--- src/crb_pkg.sv ---
package crb_pkg;

    // ----------------------------------------
    // widths
    // ----------------------------------------
    localparam int XW    = 60;
    localparam int AW    = 18;
    localparam int BW    = 21;
    localparam int ELW   = 24;
    localparam int EMW   = 6;
    localparam int PARW  = 15;
    localparam int NPAR  = 4;
    localparam int EZB   = 6;

    // ----------------------------------------
    // opcodes
    // ----------------------------------------
    localparam logic [5:0] OP_STOP = 6'h00;
    localparam logic [5:0] OP_RET  = 6'h01;
    localparam logic [5:0] OP_JMP  = 6'h02;
    localparam logic [5:0] OP_XBR  = 6'h03;
    localparam logic [5:0] OP_BEQ  = 6'h04;
    localparam logic [5:0] OP_BNE  = 6'h05;
    localparam logic [5:0] OP_BGE  = 6'h06;
    localparam logic [5:0] OP_BLT  = 6'h07;
    localparam logic [2:0] SUB_RJ  = 3'h0;
    localparam logic [2:0] SUB_XJ  = 3'h3;

    // ----------------------------------------
    // swap package layout
    // ----------------------------------------
    localparam logic [2:0] PKG_P     = 3'h0;
    localparam logic [2:0] PKG_BASE  = 3'h1;
    localparam logic [2:0] PKG_LIM   = 3'h2;
    localparam logic [2:0] PKG_EM    = 3'h3;
    localparam logic [2:0] PKG_EBASE = 3'h4;
    localparam logic [2:0] PKG_ELIM  = 3'h5;
    localparam logic [2:0] PKG_MON   = 3'h6;
    localparam int EM_LO = 48;
    localparam int EM_HI = 57;
    localparam int EM_ADDR = 0;

    // ----------------------------------------
    // operand exponents and link words
    // ----------------------------------------
    localparam logic [11:0] EXP_INF_P = 12'h3FF;
    localparam logic [11:0] EXP_INF_N = 12'hC00;
    localparam logic [11:0] EXP_IND_P = 12'h1FF;
    localparam logic [11:0] EXP_IND_N = 12'hE00;
    localparam int LINK_POS = 30;
    localparam int COND_POS = 48;

    localparam logic [1:0] KIND_X = 2'h0;
    localparam logic [1:0] KIND_A = 2'h1;
    localparam logic [1:0] KIND_B = 2'h2;

    typedef enum logic [2:0] {
        ST_IDLE     = 3'b000,
        ST_LOAD     = 3'b001,
        ST_STORE    = 3'b010,
        ST_SWAP_OUT = 3'b011,
        ST_SWAP_IN  = 3'b100,
        ST_EXIT     = 3'b101,
        ST_HALT     = 3'b110
    } crb_state_type;

    typedef struct packed {
        logic [5:0]  fm;
        logic [2:0]  i;
        logic [2:0]  j;
        logic [AW-1:0] kc;
    } crb_inst_type;

    typedef struct packed {
        logic          valid;
        logic [1:0]    kind;
        logic [2:0]    idx;
        logic [XW-1:0] data;
    } crb_result_type;

    typedef struct packed {
        logic          req;
        logic          write;
        logic [BW-1:0] addr;
        logic [XW-1:0] wdata;
    } crb_mem_type;

endpackage : crb_pkg

--- src/crb_regs.sv ---
`timescale 1ns/100ps
module crb_regs (
    // clock and reset
    input  wire logic                    ref_clk,
    input  wire logic                    rst,
    // instruction issue
    input  wire logic                    instValid,
    input  wire logic [59:0]             instWord,
    input  wire logic [1:0]              instParcel,
    input  wire logic                    stepDone,
    // execution results and conditions
    input  wire crb_pkg::crb_result_type result,
    input  wire logic                    infOp,
    input  wire logic                    indefOp,
    input  wire logic [2:0]              hwErr,
    input  wire logic                    cmpDone,
    input  wire logic                    cmpEqual,
    // swap control
    input  wire logic                    monitorFlag,
    input  wire logic                    monSwapReq,
    // memory port
    input  wire logic                    memAck,
    input  wire logic [59:0]             memRdata,
    output crb_pkg::crb_mem_type         memOut,
    // register observation
    input  wire logic [1:0]              rdKind,
    input  wire logic [2:0]              rdIdx,
    output logic      [59:0]             rdData,
    // status
    output logic      [17:0]             pc,
    output logic      [20:0]             fetchAddr,
    output logic                         branchTaken,
    output logic                         busy,
    output logic                         halted,
    output logic                         errorExit,
    output logic                         rangeErr,
    output logic      [20:0]             copyCmAddr,
    output logic      [23:0]             copyExtAddr,
    // support registers
    output logic      [20:0]             mainBase,
    output logic      [20:0]             mainLimit,
    output logic      [20:0]             extBase,
    output logic      [23:0]             extLimit,
    output logic      [5:0]              exitSelect,
    output logic      [17:0]             monitorPtr
);

    // ----------------------------------------
    // storage
    // ----------------------------------------
    logic [59:0]            xReg [8];
    logic [17:0]            aReg [8];
    logic [17:0]            bReg [8];
    crb_pkg::crb_state_type state;
    crb_pkg::crb_state_type next_state;
    logic [2:0]             swapIdx;
    logic [20:0]            pkgAddr;
    logic [2:0]             target;
    logic [5:0]             condPend;
    logic [59:0]            swapWord;

    // ----------------------------------------
    // decode
    // ----------------------------------------
    logic [14:0]           parc [4];
    logic [1:0]            secondSel;
    crb_pkg::crb_inst_type inst;
    logic                  take;

    always_comb begin
        for (int n = 0; n < crb_pkg::NPAR; n++) begin
            parc[n] = instWord[59 - n*crb_pkg::PARW -: crb_pkg::PARW];
        end
    end

    assign secondSel = instParcel + 2'h1;
    assign inst.fm   = parc[instParcel][14:9];
    assign inst.i    = parc[instParcel][8:6];
    assign inst.j    = parc[instParcel][5:3];
    assign inst.kc   = {parc[instParcel][2:0], parc[secondSel]};
    assign take      = instValid && (state == crb_pkg::ST_IDLE);

    function automatic logic ocZero(input logic [17:0] v);
        return (v == 18'h00000) || (v == 18'h3FFFF);
    endfunction : ocZero

    // ----------------------------------------
    // branch tests
    // ----------------------------------------
    logic [59:0] xj;
    logic [17:0] bi;
    logic [17:0] bj;
    logic [11:0] xExp;
    logic        xZero;
    logic        xInf;
    logic        xInd;
    logic        bEq;
    logic        bLess;
    logic        cond;
    logic        isRj;
    logic        isXj;
    logic        jump;
    logic [17:0] jumpTarget;

    assign xj    = xReg[inst.j];
    assign bi    = bReg[inst.i];
    assign bj    = bReg[inst.j];
    assign xExp  = xj[59:48];
    assign xZero = (xj == 60'h0) || (xj == {60{1'b1}});
    assign xInf  = (xExp == crb_pkg::EXP_INF_P) || (xExp == crb_pkg::EXP_INF_N);
    assign xInd  = (xExp == crb_pkg::EXP_IND_P) || (xExp == crb_pkg::EXP_IND_N);
    // minus zero counts as plus zero in compares
    assign bEq   = (bi == bj) || (ocZero(bi) && ocZero(bj));
    assign bLess = !bEq && ($signed(bi) < $signed(bj));
    assign isRj  = (inst.fm == crb_pkg::OP_RET) && (inst.i == crb_pkg::SUB_RJ);
    assign isXj  = (inst.fm == crb_pkg::OP_RET) && (inst.i == crb_pkg::SUB_XJ);

    always_comb begin
        cond       = 1'b0;
        jumpTarget = inst.kc;
        case (inst.fm)
            crb_pkg::OP_JMP: begin
                cond       = 1'b1;
                jumpTarget = bi + inst.kc;
            end
            crb_pkg::OP_XBR: begin
                case (inst.i)
                    3'h0:    cond = xZero;
                    3'h1:    cond = !xZero;
                    3'h2:    cond = !xj[59];
                    3'h3:    cond = xj[59];
                    3'h4:    cond = !xInf;
                    3'h5:    cond = xInf;
                    3'h6:    cond = !xInd;
                    default: cond = xInd;
                endcase
            end
            crb_pkg::OP_BEQ: cond = bEq;
            crb_pkg::OP_BNE: cond = !bEq;
            crb_pkg::OP_BGE: cond = !bLess;
            crb_pkg::OP_BLT: cond = bLess;
            crb_pkg::OP_RET: begin
                cond       = isRj;
                jumpTarget = inst.kc + 18'h1;
            end
            default: cond = 1'b0;
        endcase
    end

    assign jump = take && cond;

    // ----------------------------------------
    // address formation and checks
    // ----------------------------------------
    logic        aWrite;
    logic [17:0] relA;
    logic        oor;
    logic        aLoad;
    logic        aStore;
    logic        rangeEvt;
    logic [5:0]  condVec;
    logic        swapGo;
    logic [20:0] swapBase;

    assign aWrite   = result.valid && (result.kind == crb_pkg::KIND_A)
                      && (state == crb_pkg::ST_IDLE);
    assign relA     = result.data[17:0];
    assign oor      = {3'h0, relA} >= mainLimit;
    assign aLoad    = aWrite && !oor && (result.idx >= 3'h1) && (result.idx <= 3'h5);
    assign aStore   = aWrite && !oor && (result.idx >= 3'h6);
    assign rangeEvt = aWrite && oor && (result.idx != 3'h0);
    assign condVec  = {hwErr, indefOp, infOp, rangeEvt};
    assign swapGo   = (take && isXj) || (monSwapReq && !monitorFlag);
    assign swapBase = (take && isXj && !monitorFlag) ? {3'h0, bj + inst.kc}
                                                      : {3'h0, monitorPtr};

    // ----------------------------------------
    // sequencer
    // ----------------------------------------
    always_comb begin
        next_state = state;
        case (state)
            crb_pkg::ST_IDLE: begin
                if (|condPend) begin
                    next_state = crb_pkg::ST_EXIT;
                end else if (swapGo) begin
                    next_state = crb_pkg::ST_SWAP_IN;
                end else if (take && inst.fm == crb_pkg::OP_STOP) begin
                    next_state = crb_pkg::ST_HALT;
                end else if (aLoad) begin
                    next_state = crb_pkg::ST_LOAD;
                end else if (aStore || (take && isRj)) begin
                    next_state = crb_pkg::ST_STORE;
                end
            end
            crb_pkg::ST_LOAD,
            crb_pkg::ST_STORE: begin
                if (memAck) next_state = crb_pkg::ST_IDLE;
            end
            // read the new word before the old one overwrites it
            crb_pkg::ST_SWAP_IN: begin
                if (memAck) next_state = crb_pkg::ST_SWAP_OUT;
            end
            crb_pkg::ST_SWAP_OUT: begin
                if (memAck) begin
                    next_state = (swapIdx == crb_pkg::PKG_MON) ? crb_pkg::ST_IDLE
                                                               : crb_pkg::ST_SWAP_IN;
                end
            end
            crb_pkg::ST_EXIT: begin
                if (memAck) next_state = crb_pkg::ST_HALT;
            end
            crb_pkg::ST_HALT: begin
                if (monSwapReq && !monitorFlag) next_state = crb_pkg::ST_SWAP_IN;
            end
            default: next_state = crb_pkg::ST_IDLE;
        endcase
    end

    always_ff @(posedge ref_clk) begin
        if (rst) begin
            state   <= crb_pkg::ST_IDLE;
            busy    <= 1'b0;
            halted  <= 1'b0;
            swapIdx <= 3'h0;
            pkgAddr <= 21'h0;
            target  <= 3'h0;
            swapWord <= 60'h0;
        end else begin
            state  <= next_state;
            busy   <= next_state != crb_pkg::ST_IDLE;
            halted <= next_state == crb_pkg::ST_HALT;
            if (state != crb_pkg::ST_SWAP_IN && next_state == crb_pkg::ST_SWAP_IN
                && state != crb_pkg::ST_SWAP_OUT) begin
                swapIdx <= 3'h0;
                pkgAddr <= (state == crb_pkg::ST_HALT) ? {3'h0, monitorPtr} : swapBase;
            end else if (state == crb_pkg::ST_SWAP_OUT && memAck) begin
                swapIdx <= swapIdx + 3'h1;
            end
            // new word waits here until the old one is out
            if (state == crb_pkg::ST_SWAP_IN && memAck) swapWord <= memRdata;
            if (aWrite) target <= result.idx;
        end
    end

    // ----------------------------------------
    // memory requests
    // ----------------------------------------
    logic [59:0] pkgWord;
    logic [2:0]  outIdx;

    assign outIdx = (state == crb_pkg::ST_SWAP_OUT) ? swapIdx + 3'h1 : 3'h0;

    always_comb begin
        pkgWord = 60'h0;
        case (swapIdx)
            crb_pkg::PKG_P:     pkgWord[17:0] = pc;
            crb_pkg::PKG_BASE:  pkgWord[20:0] = mainBase;
            crb_pkg::PKG_LIM:   pkgWord[20:0] = mainLimit;
            crb_pkg::PKG_EM: begin
                pkgWord[crb_pkg::EM_LO +: 3] = exitSelect[2:0];
                pkgWord[crb_pkg::EM_HI +: 3] = exitSelect[5:3];
            end
            crb_pkg::PKG_EBASE: pkgWord[20:0] = extBase;
            crb_pkg::PKG_ELIM:  pkgWord[23:0] = extLimit;
            crb_pkg::PKG_MON:   pkgWord[17:0] = monitorPtr;
            default:            pkgWord = 60'h0;
        endcase
    end

    always_ff @(posedge ref_clk) begin
        if (rst) begin
            memOut <= '0;
        end else if (next_state != state) begin
            memOut.req <= 1'b1;
            case (next_state)
                crb_pkg::ST_LOAD: begin
                    memOut.write <= 1'b0;
                    memOut.addr  <= mainBase + {3'h0, relA};
                end
                crb_pkg::ST_STORE: begin
                    memOut.write <= 1'b1;
                    memOut.addr  <= mainBase + {3'h0, aStore ? relA : inst.kc};
                    memOut.wdata <= aStore ? xReg[result.idx]
                                           : {42'h0, pc + 18'h1} << crb_pkg::LINK_POS;
                end
                crb_pkg::ST_SWAP_IN: begin
                    memOut.write <= 1'b0;
                    memOut.addr  <= (state == crb_pkg::ST_SWAP_OUT) ? pkgAddr + {18'h0, outIdx}
                                                                    : swapBase;
                end
                crb_pkg::ST_SWAP_OUT: begin
                    memOut.write <= 1'b1;
                    memOut.wdata <= pkgWord;
                end
                crb_pkg::ST_EXIT: begin
                    memOut.write <= 1'b1;
                    memOut.addr  <= mainBase;
                    memOut.wdata <= {condPend, 36'h0, pc};
                end
                default: memOut.req <= 1'b0;
            endcase
        end else if (memAck) begin
            memOut.req <= 1'b0;
        end
    end

    // ----------------------------------------
    // support registers
    // ----------------------------------------
    logic loadWord;

    assign loadWord = (state == crb_pkg::ST_SWAP_OUT) && memAck;

    always_ff @(posedge ref_clk) begin
        if (rst) begin
            mainBase   <= 21'h0;
            mainLimit  <= 21'h0;
            extBase    <= 21'h0;
            extLimit   <= 24'h0;
            exitSelect <= 6'h0;
            monitorPtr <= 18'h0;
        end else if (loadWord) begin
            case (swapIdx)
                crb_pkg::PKG_BASE: mainBase <= swapWord[20:0];
                crb_pkg::PKG_LIM:  mainLimit <= swapWord[20:0];
                crb_pkg::PKG_EM: begin
                    exitSelect <= {swapWord[crb_pkg::EM_HI +: 3], swapWord[crb_pkg::EM_LO +: 3]};
                end
                crb_pkg::PKG_EBASE: extBase <= {swapWord[20:crb_pkg::EZB], 6'h0};
                crb_pkg::PKG_ELIM:  extLimit <= {swapWord[23:crb_pkg::EZB], 6'h0};
                crb_pkg::PKG_MON:   monitorPtr <= swapWord[17:0];
                default: ;
            endcase
        end
    end

    // ----------------------------------------
    // program counter
    // ----------------------------------------
    always_ff @(posedge ref_clk) begin
        if (rst) begin
            pc          <= 18'h0;
            fetchAddr   <= 21'h0;
            branchTaken <= 1'b0;
        end else begin
            branchTaken <= jump;
            if (loadWord && swapIdx == crb_pkg::PKG_P) begin
                pc <= swapWord[17:0];
            end else if (jump) begin
                pc <= jumpTarget;
            end else if (stepDone && state == crb_pkg::ST_IDLE) begin
                pc <= pc + 18'h1;
            end
            fetchAddr <= mainBase + {3'h0, pc};
        end
    end

    // ----------------------------------------
    // exit handling
    // ----------------------------------------
    always_ff @(posedge ref_clk) begin
        if (rst) begin
            condPend  <= 6'h0;
            errorExit <= 1'b0;
            rangeErr  <= 1'b0;
        end else begin
            rangeErr  <= rangeEvt;
            errorExit <= (state == crb_pkg::ST_IDLE) && (next_state == crb_pkg::ST_EXIT);
            // only selected conditions; new ones survive the clear
            condPend  <= (next_state == crb_pkg::ST_EXIT ? 6'h0 : condPend)
                         | (condVec & exitSelect);
        end
    end

    // ----------------------------------------
    // operating registers
    // ----------------------------------------
    always_ff @(posedge ref_clk) begin
        if (rst) begin
            for (int n = 0; n < 8; n++) xReg[n] <= 60'h0;
        end else if (state == crb_pkg::ST_LOAD && memAck) begin
            xReg[target] <= memRdata;
        end else if (result.valid && result.kind == crb_pkg::KIND_X
                     && state == crb_pkg::ST_IDLE) begin
            xReg[result.idx] <= result.data;
        end else if (cmpDone) begin
            xReg[0] <= {59'h0, cmpEqual};
        end
    end

    always_ff @(posedge ref_clk) begin
        if (rst) begin
            for (int n = 0; n < 8; n++) aReg[n] <= 18'h0;
        end else if (aWrite) begin
            aReg[result.idx] <= relA;
        end
    end

    always_ff @(posedge ref_clk) begin
        if (rst) begin
            for (int n = 0; n < 8; n++) bReg[n] <= 18'h0;
        end else if (result.valid && result.kind == crb_pkg::KIND_B
                     && state == crb_pkg::ST_IDLE && result.idx != 3'h0) begin
            bReg[result.idx] <= result.data[17:0];
        end
    end

    // ----------------------------------------
    // observation and copy addresses
    // ----------------------------------------
    always_ff @(posedge ref_clk) begin
        if (rst) begin
            rdData      <= 60'h0;
            copyCmAddr  <= 21'h0;
            copyExtAddr <= 24'h0;
        end else begin
            case (rdKind)
                crb_pkg::KIND_X: rdData <= xReg[rdIdx];
                crb_pkg::KIND_A: rdData <= {42'h0, aReg[rdIdx]};
                crb_pkg::KIND_B: rdData <= {42'h0, bReg[rdIdx]};
                default:         rdData <= 60'h0;
            endcase
            copyCmAddr  <= mainBase + {3'h0, aReg[0]};
            copyExtAddr <= {3'h0, extBase} + xReg[0][23:0];
        end
    end

endmodule : crb_regs

--- config.mk ---
export PLATFORM = sky130hd
export DESIGN_NAME = crb_regs
export DESIGN_NICKNAME = d
export VERILOG_FILES = /design/src/crb_pkg.sv /design/src/crb_regs.sv
export SDC_FILE = /design/constraint.sdc
export NUM_CORES = 2
export LEC_CHECK = 0
export BUFFER_PORTS_ARGS = -buffer_cell sky130_fd_sc_hd__buf_2
export CELL_PAD_IN_SITES_DETAIL_PLACEMENT = 0
export CELL_PAD_IN_SITES_GLOBAL_PLACEMENT = 1
export CORE_MARGIN = 3
export CORE_UTILIZATION = 45
export CTS_CLUSTER_SIZE = 14
export DETAILED_ROUTE_END_ITERATION = 7
export PLACE_DENSITY = 0.84
export REMOVE_ABC_BUFFERS = 1
export SYNTH_ARGS = -nofsm -noshare
export SYNTH_HDL_FRONTEND = slang
export SYNTH_SLANG_ARGS = --single-unit
--- constraint.sdc ---
create_clock -name ref_clk -period 8.75 [get_ports ref_clk]
set_input_delay 1.75 -clock ref_clk [delete_from_list [all_inputs] [get_ports ref_clk]]
set_output_delay 1.75 -clock ref_clk [all_outputs]
set_load 0.1 [all_outputs]
# ---- Yosys cells after proc, flatten, opt, wreduce, memory -nomap -nowiden
# Memories as Yosys holds them, arrays and structs flattened.
# Index checks and enable logic that the tools add are counted.
dict set report word_totals {
  regBits 427
  ram_bits 768
  in_bits 207
  n_memories 3
}
# memory words width read_ports rd_clocked_by_memory_dff wr line_no
set mem_list {}
lappend mem_list {xReg 8 60 4 0 8 crb_regs.sv:51} ;# logic [59:0] xReg [8];
lappend mem_list {aReg 8 18 2 0 8 crb_regs.sv:52} ;# logic [17:0] aReg [8];
lappend mem_list {bReg 8 18 3 0 8 crb_regs.sv:53} ;# logic [17:0] bReg [8];
dict set report classes {
  addsub 12
  n_lt_le_gt_ge 7
  eq_ne 46
  n_mux 76
  bitwise_logic 5
  n_reduce_logical 83
}
# operator n
set ops {}
lappend ops {{$pmux 60 s3} 2}
lappend ops {{$mux 60} 4}
lappend ops {{$mux 18} 8}
lappend ops {{$reduce_or 60->1} 2}
lappend ops {{$pmux 18 s6} 1}
lappend ops {{$add 21x18->21} 4}
lappend ops {{$pmux 21 s4} 1}
lappend ops {{$bmux 15 s2} 2}
lappend ops {{$eq 60x60->1 const B} 1}
lappend ops {{$logic_not 60->1} 1}
lappend ops {{$mux 15} 4}
lappend ops {{$mux 3} 19}
lappend ops {{$add 18x1->18 const B} 2}
lappend ops {{$add 18x18->18} 2}
lappend ops {{$eq 18x18->1 const B} 2}
lappend ops {{$eq 3x3->1 const B} 12}
lappend ops {{$logic_not 18->1} 2}
lappend ops {{$pmux 18 s2} 1}
lappend ops {{$reduce_or 18->1} 2}
lappend ops {{$logic_and 1x1->1} 32}
lappend ops {{$mux 1} 27}
lappend ops {{$add 21x24->24} 1}
lappend ops {{$eq 12x12->1 const B} 2}
lappend ops {{$eq 3x2->1 const B} 8}
lappend ops {{43 further kinds} 87}

# ---- Longest topological paths before layout
dict set report logic_depth {
  ltp_word 18
  depth_mapped 32
  depth_no_buf 28
}

# ---- Least setup slack after synthesis
# Ideal clock, no wire load.
dict set report synth_path {
  kind {in2reg}
  startpoint {input result[0] (netlist bit)}
  endpoint {register memOut[80] (netlist bit)}
  setup_time_ns 0.132
  arrival_time_ns 7.551
  t_required_ns 8.618
  slack_ns 1.066
  path_stages 31
  path_buffers 3
  cell_sequence {clkinv_1 clkbuf_1 ha_1 nand2b_1 a21o_1 a21o_1 a21oi_1 o21ai_0 a211o_1 a211oi_1 nor3_2 nor3b_1 clkbuf_1 clkbuf_1 nand2_1 o21ai_0 ha_1 inv_1 fa_1 nor2b_1 o21ai_0 nand2b_1 a31oi_1 o21ai_0 a31oi_1 a211oi_1 a41oi_1 a21o_1 o31a_1 o211ai_1 a21oi_1}
}
dict set report synth_via {
  elab_chain_cells 14
  elab_cells_between_ends 24
}
# item line_no
set synth_rtl {}
lappend synth_rtl {{start, declared} crb_regs.sv:12} ;# input wire crb_pkg::crb_result_type result,
lappend synth_rtl {{$ge 18x21->1} crb_regs.sv:168} ;# assign oor = {3'h0, relA} >= mainLimit;
lappend synth_rtl {{$logic_not 1->1} {crb_regs.sv:169, crb_regs.sv:170}}
lappend synth_rtl {{$logic_and 1x1->1} {crb_regs.sv:169, crb_regs.sv:170}}
lappend synth_rtl {{$logic_and 1x1->1} crb_regs.sv:170} ;# assign aStore = aWrite && !oor && (result.idx >= 3'h6);
lappend synth_rtl {{$logic_or 1x1->1} crb_regs.sv:192} ;# end else if (aStore || (take && isRj)) begin
lappend synth_rtl {{$mux 3} crb_regs.sv:192}
lappend synth_rtl {{$mux 3} crb_regs.sv:190} ;# end else if (aLoad) begin
lappend synth_rtl {{$mux 3} crb_regs.sv:188} ;# end else if (take && inst.fm == crb_pkg::OP_STOP) begin
lappend synth_rtl {{$mux 3} crb_regs.sv:186} ;# end else if (swapGo) begin
lappend synth_rtl {{$mux 3} crb_regs.sv:184} ;# if (|condPend) begin
lappend synth_rtl {{$pmux 3 s6} crb_regs.sv:182} ;# case (state)
lappend synth_rtl {{$eq 3x3->1, or another cell as far along} crb_regs.sv:276} ;# case (next_state)
lappend synth_rtl {{$reduce_bool 4->1 (no source line)} -}
lappend synth_rtl {{$reduce_and 2->1 (no source line)} -}
lappend synth_rtl {{end, declared} crb_regs.sv:24} ;# output crb_pkg::crb_mem_type memOut,
# Parallel ways exist; a longest one is shown, timed or not.
# A chain may end at the register's enable or synchronous reset.

# ---- Worst setup path in the final report
dict set report layout_path {
  startpoint {input instParcel[0]}
  endpoint {register memOut[78] (netlist bit)}
}
dict set report layout_via {
  elab_chain_cells 17
  elab_cells_between_ends 36
}
# item line_no
set layout_rtl {}
lappend layout_rtl {{start, declared} crb_regs.sv:9} ;# input wire logic [1:0] instParcel,
lappend layout_rtl {{$not 2->3 (implied by the code)} {crb_regs.sv:77, crb_regs.sv:78, crb_regs.sv:80}}
lappend layout_rtl {{$bmux 15 s2} {crb_regs.sv:77, crb_regs.sv:78, crb_regs.sv:80}}
lappend layout_rtl {{$mux 15 (implied by the code) (2 in a row)} crb_regs.sv:80} ;# assign inst.kc = {parc[instParcel][2:0], parc[secondSel]};
lappend layout_rtl {{$eq 6x1->1 or $logic_not 3->1 (tied branches)} {crb_regs.sv:115, crb_regs.sv:116}}
lappend layout_rtl {{$logic_and 1x1->1} crb_regs.sv:115} ;# assign isRj = (inst.fm == crb_pkg::OP_RET) && (inst.i == crb_pkg::SUB_RJ);
lappend layout_rtl {{$logic_and 1x1->1} crb_regs.sv:192}
lappend layout_rtl {{$logic_or 1x1->1} crb_regs.sv:192}
lappend layout_rtl {{$mux 3} crb_regs.sv:192}
lappend layout_rtl {{$mux 3} crb_regs.sv:190}
lappend layout_rtl {{$mux 3} crb_regs.sv:188}
lappend layout_rtl {{$mux 3} crb_regs.sv:186}
lappend layout_rtl {{$mux 3} crb_regs.sv:184}
lappend layout_rtl {{$pmux 3 s6} crb_regs.sv:182}
lappend layout_rtl {{$eq 3x3->1, or another cell as far along} crb_regs.sv:276}
lappend layout_rtl {{$reduce_bool 4->1 (no source line)} -}
lappend layout_rtl {{$reduce_and 2->1 (no source line)} -}
# Parallel ways exist; a longest one is shown, timed or not. The select of a mux whose other input is x is not followed.

==> metrics <==
status=finished, violations left; failing checks=design-rule violations, max-capacitance violations, max-slew violations; CTS tree=yes; mux cell area share after synthesis=16.7%; Final WS setup=1090 ps; cts repair resizes=0; Synth cell types=88; Seq/Total Area, Yosys=46.4%; post-detail-place hpwl=220 mm; Pwr Density=216 nW/um^2; Fmax=131 MHz; die width=391 um; DR WL/cell=35.5 um; Max-slew headroom=-8.18%; layout cells sized above 1=19.8%; worst-path fanout max=18; Final min period=7660 ps; xor/xnor share of the synthesized area=1.50%; Yosys warning count=0; Critical Path RT=9430 ps; drt pass-1 iters=8; Longest Clk Path Bufs=3; Core Rows=140; post-place setup slack=436 ps; adder-cell share of the synthesized area=3.00%; Worst R2R End=memOut[78]$_SDFFE_PP0P_; worst hold path cell count=2; chip height=391 um; simple-gate share of the synthesized area=16.7%; Tcrit/Tclk final=87.5%; worst r2r src=mainLimit[7]$_SDFFE_PP0P_; Placeable Area=146,000 um^2; Post-DRT Antenna Nets=0; worst-margin pin slew=1620 ps; Compound-Gate Fraction of Synth Area=12.0%; CP startpoint kind=input port; Hold Crit Start=swapWord[21]$_SDFFE_PP0P_; IR drop worst, VDD=0.202 mV; vias in the first global route=57,200; Post-Syn Instances=6,427; synthesized area=66,700 um^2; Root Buffer=clkbuf_16; Yosys reg bits=1,162; port bufs=537; largest family of logic cells by synthesized area=multiplexers; RSZ-0062 raised after global routing=false; # Post-CTS Setup Buffers=0; Initial DRC Count=10,300; fin area=76,200 um^2; Total Power=16.5 mW; WP data arrival=8340 ps; Initial Util=45.6%; top_reg_cell synth=edfxtp_1; DR vias/cell=6.89; num ports=550; Util after Layout=52.0%; fillers=13,100; Clock Sinks=1,162; Hold Vio Cnt, Final=0; final slew viol count=11; gp weighted congestion=1.06; Post-DP Area=71,700 um^2; Num CTS Buffers=133; Layout area overhead=14.2%; clock latency on the worst-skew pair=810 ps; clk slew on worst S/H paths=60 ps; worst r2r path cells=26; nets=7,190; largest net degree at the start of global routing=166; Multi-input gate area=33,600 um^2; max-cap viol count=3; wirelength, routed=315 mm; Layout Skew=42.3 ps; initial antenna violation count=36; Mean Syn Cell Area=10.4 um^2; EDFF count, synth=768; first-pass GRT wire length=435 mm; # setup viols final=0; worst setup path category=in -> reg; Worst Hold Endpoint=extLimit[21]$_SDFFE_PP0P_; DRC Markers=21; via count=61,200; grt ovf=0; Sum Neg Setup Slack=0 ps; Critical Path End Type=register; Async S/R FF share, synth=0%; FF/Latch Area=31,000 um^2; P_leak=29.7 nW; placed insts=8,607; HP Class=reg -> reg; final hold slack=451 ps; total track usage=40.1%; H-tree depth=4; die area=153,000 um^2; Final Instance Count excl. Fillers=8,874; Post-CTS Hold Buffers=0; Worst R2R Setup Slack=1410 ps
## worst max-delay path, cell delays in order
cell,delay [ps]
buf_2,440
mux4_2,610
a21boi_0,450
o31ai_1,120
buf_4,170
a221o_1,380
nand2_1,280
nand2_1,130
nor3b_2,360
buf_4,330
mux2_2,370
ha_1,320
nor2b_1,130
o21ai_0,80
nand2b_1,120
a31oi_1,130
o21ai_0,360
a31oi_1,240
a211oi_1,400
a41oi_1,250
a21o_1,270
nand2b_1,150
o22a_1,220
a311oi_1,250
## worst max-delay path by stage
stage                  start  slack, ps                 endpoint  cells past startpoint
2_1_floorplan  instParcel[1]      -4670  memOut[30]$_SDFFE_PP0P_                      9
3_5_place_dp   instParcel[0]        440  memOut[78]$_SDFFE_PP0P_                     24
4_1_cts        instParcel[0]       1230  memOut[77]$_SDFFE_PP0P_                     23
3_3_place_gp   instParcel[0]        400  memOut[77]$_SDFFE_PP0P_                     23
5_1_grt        instParcel[0]        640  memOut[78]$_SDFFE_PP0P_                     24
6_report       instParcel[0]       1090  memOut[78]$_SDFFE_PP0P_                     24
## sequential cells by signal, summed over array words and instances (netlist names), 6 cells and up
name	count
aReg	144
bReg	144
condPend	6
copyCmAddr	21
copyExtAddr	24
exitSelect	6
extBase	15
extLimit	18
fetchAddr	21
mainBase	21
mainLimit	21
memOut	83
monitorPtr	18
pc	18
pkgAddr	18
rdData	60
swapWord	30
xReg	480
## cells by family after synthesis
logic type / Yosys count
AO/OA/AOI/OAI: 1202
AND/OR/NAND/NOR: 2400
XOR/XNOR: 114
buffers and inverters: 600
adder cells (fa/ha/maj): 156
multiplexers: 792
other: 1
flip-flops: 1162
## area by class of cell
class	count	share of cell area (%)
Sequential cell	1162	40.6
Multi-Input combinational cell	4694	44.1
Timing Repair Buffer	733	5.70
Inverter	103	0.508
Clock inverter	62	0.864
Antenna cell	23	0.0756
Tap cell	1917	3.15
Clock buffer	180	4.94
## Yosys cell counts, types with 12 or more instances
| master | n | area [um^2] |
|---|---|---|
| mux4_2 | 245 | 5520 |
| edfxtp_1 | 768 | 23100 |
| nor2_1 | 906 | 3400 |
| nor3_1 | 154 | 771 |
| a22oi_1 | 72 | 541 |
| o21ai_0 | 151 | 756 |
| a221oi_1 | 40 | 350 |
| o22a_1 | 12 | 105 |
| o311ai_0 | 18 | 158 |
| nand2b_1 | 36 | 225 |
| mux2_2 | 101 | 1140 |
| a222oi_1 | 14 | 140 |
| or3_1 | 28 | 175 |
| and2_1 | 274 | 1710 |
| a211oi_1 | 94 | 706 |
| nand3_1 | 116 | 581 |
| mux2i_1 | 445 | 4450 |
| inv_1 | 100 | 375 |
| buf_4 | 24 | 180 |
| o22ai_1 | 209 | 1310 |
| a31oi_1 | 31 | 194 |
| xnor2_1 | 76 | 666 |
| buf_2 | 49 | 245 |
| a21oi_1 | 287 | 1440 |
| dfxtp_1 | 394 | 7890 |
| xor2_1 | 38 | 333 |
| a311oi_1 | 25 | 219 |
| nor3b_1 | 17 | 128 |
| buf_6 | 12 | 135 |
| or4_1 | 25 | 188 |
| nand2_1 | 564 | 2120 |
| and3_1 | 59 | 369 |
| clkbuf_1 | 322 | 1210 |
| buf_1 | 90 | 338 |
| nor2b_1 | 43 | 269 |
| ha_1 | 149 | 1860 |
| nor4_1 | 80 | 500 |
| o211ai_1 | 35 | 263 |
| nand4_1 | 60 | 375 |
| a21o_1 | 44 | 330 |
| o2111ai_1 | 24 | 210 |
| o221ai_1 | 22 | 193 |
## placed cells by master, fill, tap and decap left out, drive strengths merged, types with 181 or more instances in the layout
master	netlist	layout
dfxtp	394	394
edfxtp	768	768
mux2i	445	445
clkbuf	322	181
and2	275	275
mux4	245	245
o22ai	209	209
nor2	906	906
buf	175	732
nand2	564	564
a21oi	288	288
## power by group
part           total [mW]  internal (mW)  switching [mW]
Clock                5.77           3.36            2.41
Combinational        4.21           1.14            3.07
Sequential           6.50           6.16           0.340
## layer usage
metal | global-route usage, % | up-vias | wire, um
met1 | 48.9 | 29800 | 109000
met5 | 0 | - | 213
met2 | 58.0 | 5337 | 132000
li1 | - | 24900 | -
met3 | 16.3 | 1183 | 48300
met4 | 27.0 | 32 | 26200
Note: power is estimated with default switching activity, not from simulation.
